--- src/common/cpe_pkg.sv ---
// Shared constants and carrier types for the current and power calculation engine
package cpe_pkg;

    // Register indices
    localparam logic [7:0] IDX_OPERATING_SETUP = 8'h00;
    localparam logic [7:0] IDX_SHUNT_DROP      = 8'h01;
    localparam logic [7:0] IDX_RAIL_VOLTAGE    = 8'h02;
    localparam logic [7:0] IDX_POWER           = 8'h03;
    localparam logic [7:0] IDX_CURRENT         = 8'h04;
    localparam logic [7:0] IDX_SCALING_WORD    = 8'h05;

    // Reset values
    localparam logic [15:0] SETUP_RESET   = 16'h4127;
    localparam logic [15:0] RESULT_RESET  = 16'h0000;
    localparam logic [15:0] SCALING_RESET = 16'h0000;
    localparam logic [7:0]  UNMAPPED_BYTE = 8'h00;

    // Field positions
    localparam int SETUP_SOFT_RESET_BIT = 15;
    localparam int RAIL_CODE_MSB        = 14;

    // Current scaling: divide by 2048 is a shift of 11, truncation adds 2047 when negative
    localparam int           CUR_DIV_SHIFT = 11;
    localparam logic [32:0]  CUR_TRUNC_ADJ = 33'h0000007ff;

    // Power divisor and its quotient weight (25 current steps per power step)
    localparam logic [15:0]  POWER_DIVISOR   = 16'h4e20;
    localparam int           POWER_LSB_RATIO = 25;
    localparam int           DIV_STEPS       = 32;
    localparam logic [5:0]   DIV_LAST_STEP   = 6'h1f;

    // Byte order of a 16-bit register on the two-wire bus
    localparam logic BYTE_HIGH = 1'b0;
    localparam logic BYTE_LOW  = 1'b1;

    // One conversion result from the measurement front end
    typedef struct packed {
        logic        valid;
        logic [15:0] value;
    } cpe_conv_t;

    // Power divider states
    typedef enum logic [0:0] {
        DIV_IDLE = 1'b0,
        DIV_RUN  = 1'b1
    } cpe_div_state_t;

endpackage : cpe_pkg

--- src/verilog/cpe_divider.sv ---
// Sequential restoring divider by the fixed power divisor
`timescale 1ns/1ns
`default_nettype none
module cpe_divider (
    input  wire logic        clk_sys,
    input  wire logic        sys_rst,
    input  wire logic        start,
    input  wire logic [31:0] dividend,
    output logic             busy,
    output logic             done,
    output logic [15:0]      quotient
);
    cpe_pkg::cpe_div_state_t state_reg, state_next;
    logic [31:0] shift_reg, shift_next;
    logic [16:0] rem_reg,   rem_next;
    logic [5:0]  step_reg,  step_next;
    logic        done_reg,  done_next;
    logic [15:0] quot_reg,  quot_next;
    logic [16:0] trial;

    // Next state of the divider, one quotient bit per cycle
    always_comb begin
        state_next = state_reg;
        shift_next = shift_reg;
        rem_next   = rem_reg;
        step_next  = step_reg;
        done_next  = 1'b0;
        quot_next  = quot_reg;
        trial      = {rem_reg[15:0], shift_reg[31]};
        unique case (state_reg)
            cpe_pkg::DIV_IDLE: begin
                if (start) begin
                    shift_next = dividend;
                    rem_next   = '0;
                    step_next  = '0;
                    state_next = cpe_pkg::DIV_RUN;
                end
            end
            cpe_pkg::DIV_RUN: begin
                // RULE13: quotient truncated, remainder dropped
                if (trial >= {1'b0, cpe_pkg::POWER_DIVISOR}) begin
                    rem_next   = trial - {1'b0, cpe_pkg::POWER_DIVISOR};
                    shift_next = {shift_reg[30:0], 1'b1};
                end else begin
                    rem_next   = trial;
                    shift_next = {shift_reg[30:0], 1'b0};
                end
                step_next = step_reg + 6'h01;
                if (step_reg == cpe_pkg::DIV_LAST_STEP) begin
                    quot_next  = shift_next[15:0];
                    done_next  = 1'b1;
                    state_next = cpe_pkg::DIV_IDLE;
                end
            end
        endcase
    end

    // Divider registers
    always_ff @(posedge clk_sys) begin
        if (sys_rst) begin
            state_reg <= cpe_pkg::DIV_IDLE;
            shift_reg <= '0;
            rem_reg   <= '0;
            step_reg  <= '0;
            done_reg  <= 1'b0;
            quot_reg  <= '0;
        end else begin
            state_reg <= state_next;
            shift_reg <= shift_next;
            rem_reg   <= rem_next;
            step_reg  <= step_next;
            done_reg  <= done_next;
            quot_reg  <= quot_next;
        end
    end

    assign busy     = (state_reg == cpe_pkg::DIV_RUN);
    assign done     = done_reg;
    assign quotient = quot_reg;
endmodule : cpe_divider
`default_nettype wire

--- src/verilog/cpe_engine.sv ---
// Current and power calculation engine with its result registers
//
// Function
// RULE1: Current equals shunt code times scaling word over 2048, after each shunt conversion.
// RULE2: Power equals current times rail voltage code over 20000.
// RULE3: Power step is fixed at 25 current steps by that divisor.
// RULE4: With scaling word zero, current and power results stay zero.
// RULE5: Once scaling is set, each new conversion refreshes current and power.
// RULE6: Rail voltage result is unsigned code, step 1.25 mV.
// RULE7: Top bit of rail voltage result always reads zero.
// RULE8: Current at index 04h, power at 03h, rail voltage at 02h.
// RULE9: Host computes scaling word as 0.00512 over current step times resistance.
// RULE10: Host picks current step at least maximum current over 2 to 15.
// RULE11: Host may trim scaling word by measured over reported current ratio.
// RULE12: Every 16-bit register moves as two bytes, high byte first.
// RULE13: Current and power quotients are truncated into 16-bit values.
`timescale 1ns/1ns
`default_nettype none
module cpe_engine (
    input  wire logic               clk_sys,
    input  wire logic               sys_rst,
    input  wire cpe_pkg::cpe_conv_t shunt_conv,
    input  wire cpe_pkg::cpe_conv_t rail_conv,
    input  wire logic               ptr_wr,
    input  wire logic [7:0]         ptr_val,
    input  wire logic               byte_wr,
    input  wire logic [7:0]         byte_wdata,
    input  wire logic               byte_rd,
    output logic [7:0]              byte_rdata,
    output logic [15:0]             setup_word,
    output logic                    power_busy
);
    logic [15:0] setup_reg,   setup_next;
    logic [15:0] shunt_reg,   shunt_next;
    logic [15:0] rail_reg,    rail_next;
    logic [15:0] power_reg,   power_next;
    logic [15:0] current_reg, current_next;
    logic [15:0] scale_reg,   scale_next;
    logic [7:0]  ptr_reg,     ptr_next;
    logic        phase_reg,   phase_next;
    logic [7:0]  hi_reg,      hi_next;
    logic [7:0]  lo_hold_reg, lo_hold_next;
    logic [7:0]  rdata_reg,   rdata_next;
    logic        pend_reg,    pend_next;

    logic signed [32:0] cur_prod;
    logic signed [32:0] cur_adj;
    logic signed [32:0] cur_quot;
    logic [15:0]        cur_fresh;
    logic [15:0]        cur_use;
    logic [15:0]        cur_mag;
    logic [31:0]        pwr_dividend;
    logic               div_start;
    logic               div_busy;
    logic               div_done;
    logic [15:0]        div_quot;
    logic [15:0]        wr_word;
    logic               soft_rst;

    // Register read decode, used only for the read snapshot on the high byte
    function automatic logic [15:0] read_word(input logic [7:0] idx,
                                              input logic [15:0] s0, input logic [15:0] s1,
                                              input logic [15:0] s2, input logic [15:0] s3,
                                              input logic [15:0] s4, input logic [15:0] s5);
        logic [15:0] w;
        w = cpe_pkg::RESULT_RESET;
        case (idx)
            cpe_pkg::IDX_OPERATING_SETUP: w = s0;
            cpe_pkg::IDX_SHUNT_DROP:      w = s1;
            // RULE8: rail, power and current index map
            cpe_pkg::IDX_RAIL_VOLTAGE:    w = s2;
            cpe_pkg::IDX_POWER:           w = s3;
            cpe_pkg::IDX_CURRENT:         w = s4;
            cpe_pkg::IDX_SCALING_WORD:    w = s5;
            default:                      w = cpe_pkg::RESULT_RESET;
        endcase
        return w;
    endfunction : read_word

    // Current from the incoming shunt code, truncated toward zero
    always_comb begin
        // RULE1: signed shunt times scaling word over 2048
        cur_prod  = $signed({{17{shunt_conv.value[15]}}, shunt_conv.value})
                  * $signed({17'h00000, scale_reg});
        // RULE13: truncation toward zero before the shift
        cur_adj   = cur_prod[32] ? (cur_prod + $signed(cpe_pkg::CUR_TRUNC_ADJ)) : cur_prod;
        cur_quot  = cur_adj >>> cpe_pkg::CUR_DIV_SHIFT;
        cur_fresh = cur_quot[15:0];
        cur_use   = current_next;
        cur_mag   = cur_use[15] ? (16'h0000 - cur_use) : cur_use;
        // RULE2: product of current magnitude and rail code feeds the divider
        pwr_dividend = cur_mag * rail_next;
    end

    // Byte assembly for writes
    assign wr_word  = {hi_reg, byte_wdata};
    assign soft_rst = byte_wr && (phase_reg == cpe_pkg::BYTE_LOW)
                    && (ptr_reg == cpe_pkg::IDX_OPERATING_SETUP)
                    && wr_word[cpe_pkg::SETUP_SOFT_RESET_BIT];

    // Next values of registers, byte port and power request
    always_comb begin
        setup_next   = setup_reg;
        shunt_next   = shunt_reg;
        rail_next    = rail_reg;
        power_next   = power_reg;
        current_next = current_reg;
        scale_next   = scale_reg;
        ptr_next     = ptr_reg;
        phase_next   = phase_reg;
        hi_next      = hi_reg;
        lo_hold_next = lo_hold_reg;
        rdata_next   = rdata_reg;
        pend_next    = pend_reg;
        div_start    = 1'b0;

        // Conversion results
        if (shunt_conv.valid) begin
            shunt_next = shunt_conv.value;
            // RULE5: refresh current on each shunt conversion
            current_next = cur_fresh;
        end
        if (rail_conv.valid) begin
            // RULE6: unsigned code, top bit cleared below
            // RULE7: top bit forced to zero
            rail_next = {1'b0, rail_conv.value[cpe_pkg::RAIL_CODE_MSB:0]};
            pend_next = 1'b1;
        end
        if (pend_reg && !div_busy) begin
            div_start = 1'b1;
            pend_next = rail_conv.valid;
        end
        // RULE5: power refreshed when the division ends
        if (div_done) begin
            power_next = div_quot;
        end

        // RULE12: pointer then bytes, high byte first
        if (ptr_wr) begin
            ptr_next   = ptr_val;
            phase_next = cpe_pkg::BYTE_HIGH;
        end else if (byte_wr) begin
            if (phase_reg == cpe_pkg::BYTE_HIGH) begin
                hi_next    = byte_wdata;
                phase_next = cpe_pkg::BYTE_LOW;
            end else begin
                phase_next = cpe_pkg::BYTE_HIGH;
                if (ptr_reg == cpe_pkg::IDX_OPERATING_SETUP) begin
                    setup_next = wr_word;
                end else if (ptr_reg == cpe_pkg::IDX_SCALING_WORD) begin
                    scale_next = wr_word;
                end
            end
        end else if (byte_rd) begin
            // RULE12: snapshot the word on the high byte
            if (phase_reg == cpe_pkg::BYTE_HIGH) begin
                {rdata_next, lo_hold_next} = read_word(ptr_reg, setup_reg, shunt_reg, rail_reg,
                                                       power_reg, current_reg, scale_reg);
                phase_next = cpe_pkg::BYTE_LOW;
            end else begin
                rdata_next = lo_hold_reg;
                phase_next = cpe_pkg::BYTE_HIGH;
            end
        end

        // RULE4: no scaling word, no current or power
        if (scale_next == cpe_pkg::SCALING_RESET) begin
            current_next = cpe_pkg::RESULT_RESET;
            power_next   = cpe_pkg::RESULT_RESET;
        end

        // Soft reset returns registers 00h to 05h to their defaults; the byte port keeps its state; the bit self-clears
        if (soft_rst) begin
            setup_next   = cpe_pkg::SETUP_RESET;
            shunt_next   = cpe_pkg::RESULT_RESET;
            rail_next    = cpe_pkg::RESULT_RESET;
            power_next   = cpe_pkg::RESULT_RESET;
            current_next = cpe_pkg::RESULT_RESET;
            scale_next   = cpe_pkg::SCALING_RESET;
            pend_next    = 1'b0;
        end
    end

    // Register storage
    always_ff @(posedge clk_sys) begin
        if (sys_rst) begin
            setup_reg   <= cpe_pkg::SETUP_RESET;
            shunt_reg   <= cpe_pkg::RESULT_RESET;
            rail_reg    <= cpe_pkg::RESULT_RESET;
            power_reg   <= cpe_pkg::RESULT_RESET;
            current_reg <= cpe_pkg::RESULT_RESET;
            scale_reg   <= cpe_pkg::SCALING_RESET;
            ptr_reg     <= cpe_pkg::IDX_OPERATING_SETUP;
            phase_reg   <= cpe_pkg::BYTE_HIGH;
            hi_reg      <= cpe_pkg::UNMAPPED_BYTE;
            lo_hold_reg <= cpe_pkg::UNMAPPED_BYTE;
            rdata_reg   <= cpe_pkg::UNMAPPED_BYTE;
            pend_reg    <= 1'b0;
        end else begin
            setup_reg   <= setup_next;
            shunt_reg   <= shunt_next;
            rail_reg    <= rail_next;
            power_reg   <= power_next;
            current_reg <= current_next;
            scale_reg   <= scale_next;
            ptr_reg     <= ptr_next;
            phase_reg   <= phase_next;
            hi_reg      <= hi_next;
            lo_hold_reg <= lo_hold_next;
            rdata_reg   <= rdata_next;
            pend_reg    <= pend_next;
        end
    end

    // RULE3: fixed divisor sets power step at 25 current steps
    cpe_divider u_power_div (
        .clk_sys  (clk_sys),
        .sys_rst  (sys_rst || soft_rst),
        .start    (div_start),
        .dividend (pwr_dividend),
        .busy     (div_busy),
        .done     (div_done),
        .quotient (div_quot)
    );

    // Outputs; busy also spans the cycle in which the new power result lands
    assign byte_rdata = rdata_reg;
    assign setup_word = setup_reg;
    assign power_busy = div_busy || pend_reg || div_done;
endmodule : cpe_engine
`default_nettype wire

--- config.mk ---
export PLATFORM = sky130hd
export DESIGN_NAME = cpe_engine
export DESIGN_NICKNAME = d
export VERILOG_FILES = /design/src/common/cpe_pkg.sv /design/src/verilog/cpe_divider.sv /design/src/verilog/cpe_engine.sv
export SDC_FILE = /design/constraint.sdc
export NUM_CORES = 2
export LEC_CHECK = 0
export BUFFER_PORTS_ARGS = -buffer_cell sky130_fd_sc_hd__buf_4
export CAP_MARGIN = 20
export CORE_MARGIN = 1.5
export CORE_UTILIZATION = 50
export DETAILED_ROUTE_END_ITERATION = 8
export HOLD_SLACK_MARGIN = 0.08
export PLACE_DENSITY = 0.66
export SYNTH_ARGS = -nofsm -noshare
export SYNTH_HDL_FRONTEND = slang
export SYNTH_SLANG_ARGS = --single-unit
--- constraint.sdc ---
create_clock -name clk_sys -period 33 [get_ports clk_sys]
set_input_delay 3.3 -clock clk_sys [delete_from_list [all_inputs] [get_ports clk_sys]]
set_output_delay 3.3 -clock clk_sys [all_outputs]
set_load 0.1 [all_outputs]
==> metrics.md <==
| Metric | Value |
|---|---|
| PnR Total Power | `0.591 mW` |
| Vias | `21.9k` |
| Post-Syn Area | `0.0271 mm²` |
| 1st-iter DRT viols | `1373` |
| # H-tree levels | `1` |
| Post-synthesis mux area share | `4.93%` |
| Vias in the first global route | `22.6k` |
| Vias/cell | `5.66` |
| Largest net degree at the start of global routing | `86` |
| Clock Tree Root | `clkbuf_16` |
| Final Setup Violations | `0` |
| Crit Path Max Fanout | `13` |
| Critical Path Max Stage Delay | `0.84 ns` |
| Worst Setup Slack, final | `15.10 ns` |
| Number of synthesized flops with an enable pin | `0` |
| Initial antenna violation count | `0` |
| Async S/R FF share, synth | `0%` |
| Power density cells | `20.4 mW/mm²` |
| Synth unique cells | `89` |
| Layout area overhead | `6.53%` |
| First-pass GRT wire length | `120 mm` |
| Antenna diodes | `0` |
| Syn Area/Cell | `8.49 µm²` |
| Worst-margin pin slew | `1.10 ns` |
| Clock transition at path regs | `0.06 ns` |
| F_max | `55.9 MHz` |
| I/O pin cnt | `80` |
| Clock Skew | `0.0200 ns` |
| Cells after Synth | `3197` |
| Port bufs | `78` |
| Drt pass-1 iters | `6` |
| Critical path's slowest cell | `xnor2_1` |
| Deepest clock path buffer count | `3` |
| CTS Buf Count | `22` |
| Compound-Gate Fraction of Synth Area | `10.1%` |
| DP Worst Slack | `14.79 ns` |
| Slew HR | `26.7%` |
| Rows | `85` |
| Total global routing overflow | `0` |
| Net Count, Synth | `3869` |
| Die span in x | `236 µm` |
| Worst-Skew Late Latency | `0.53 ns` |
| Drt wl/cell | `19.0 µm` |
| Die height | `236 µm` |
| Post-DP HPWL | `57.0 mm` |
| Synth Area in Simple Gates | `19.0%` |
| Clock Sinks | `202` |
| Adder-Cell Fraction of Synth Area | `39.2%` |
| Worst vdd ir | `0.0389 mV` |
| Leading cell type in the layout, fill and taps excluded | `inv_1` |
| RSZ-0062 raised after global routing | `false` |
| Die area | `0.0557 mm²` |
| Max-capacitance violation count | `0` |
| Global placement routability congestion | `0.912` |
| Hold buffers post-CTS | `0` |
| Setup Buffers After CTS | `0` |
| Worst Hold Class | `reg -> reg` |
| Initial Utilization | `50.5%` |
| Final net count | `3834` |
| WS Path Type | `in -> reg` |
| Share of layout cells above drive strength 1 | `7.02%` |
| Final WL | `73.6 mm` |
| Startpoint Class | `input port` |
| Final hold violations | `0` |
| CP Capture Type | `flop` |
| Setup_tns | `0 ns` |
| Seq/Total Area, Yosys | `14.9%` |
| PostCTS Resize Cnt | `0` |
| Tmin final | `17.90 ns` |
| Synth warn | `0` |
| GRT Total Usage | `26.9%` |
| Outcome | `completed` |
| Post-route ant nets | `0` |
| Arr. time, crit path | `18.28 ns` |
| LEAKAGE | `13.9 nW` |
| Most frequent cells in the layout | `498 x inv_1, 388 x fa_1, 383 x nand2_1` |
| CP required | `33.38 ns` |
| Post-synth top flop | `dfxtp_1` |
| Yosys reg bits | `202` |
| Most frequent CP cell | `fa_1` |
| XOR/XNOR Fraction of Synth Area | `2.47%` |
| Drc violations | `0` |
| CTS tree | `built` |
| Core Box Area | `0.0537 mm²` |
| Max Slew Vio Count | `0` |
| Max FFs per register | `32` |
| Final period utilization | `54.2%` |
| Main combinational cell family by area after synthesis | `adder cells` |
## synth_stat cells (19+ instances only)
library cell / n / share of area (%)
or2_2: 23 / 0.53
nor3_1: 30 / 0.55
buf_1: 22 / 0.30
nor2_1: 315 / 4.4
clkbuf_1: 127 / 1.8
nand2_1: 383 / 5.3
a21o_1: 21 / 0.58
inv_1: 498 / 6.9
dfxtp_1: 202 / 15
xor2_1: 24 / 0.77
and2_1: 147 / 3.4
nand3_1: 36 / 0.66
fa_1: 388 / 29
a211oi_1: 24 / 0.66
o21ai_0: 54 / 1.0
xnor2_1: 45 / 1.5
mux2i_1: 110 / 4.1
ha_1: 229 / 11
nand2b_1: 45 / 1.0
a21oi_1: 149 / 2.7
and3_1: 19 / 0.44
## area by class of cell
cell class,instances,area (µm²)
fill,4977,24800
tap,696,871
clock inverter,11,97.6
sequential,202,4050
multi-input combinational,2326,20600
inverter,499,1870
clock buffer,27,589
timing repair buffer,111,853
## worst max-delay path, delay by kind of cell
kind	cells	cell delay, ns
AND/OR/NAND/NOR	9	1.82
AO/OA/AOI/OAI	12	4.38
XOR/XNOR	2	1.08
multiplexers	1	0.15
adder cells (fa/ha/maj)	14	6.75
buffers and inverters	8	0.78
## layer usage
layer | GRT usage, % | share of wire (%) | vias up
li1 | - | - | 10114
met5 | 0 | 0 | -
met3 | 2.88 | 5.5 | 167
met2 | 47.0 | 49 | 707
met1 | 34.8 | 42 | 10920
met4 | 8.93 | 3.6 | 0
## through the flow
stage	cell area, µm²	std cells	hold WS (ns)	util [%]
floorplan	27100	3197	0.436	-
global placement	28200	3833	0.443	52.5
detailed placement	28200	3833	0.448	52.5
CTS	28900	3871	0.457	53.8
global route	28900	3872	0.473	53.8
finish	28900	3872	0.456	53.8
## logic make-up (layout without fill, tap and decap cells)
family | after synthesis | count (layout)
simple gates | 1093 | 1093
compound gates | 417 | 417
xor+xnor | 73 | 73
flops | 202 | 202
buf+inv | 669 | 648
mux | 126 | 126
fa+ha+maj | 617 | 617
## power by group
group	leakage (nW)	total, mW	internal, mW	switching, mW
Combinational	11.9	0.0939	0.0298	0.0642
Sequential	1.64	0.257	0.251	0.00594
Clock	0.342	0.240	0.135	0.105
## worst paths after layout
path	from	endpoint	slack (ns)	cells after the start
setup / recovery	shunt_conv[15]	u_power_div.shift_reg[31]	15.10	46
hold / removal	u_power_div.quotient[9]	u_power_div.quotient[9]	0.46	2
setup reg to reg	scale_reg[9]	u_power_div.shift_reg[31]	17.16	45
hold reg to reg	u_power_div.quotient[9]	u_power_div.quotient[9]	0.46	2
Power figures use the tool's default switching activity.
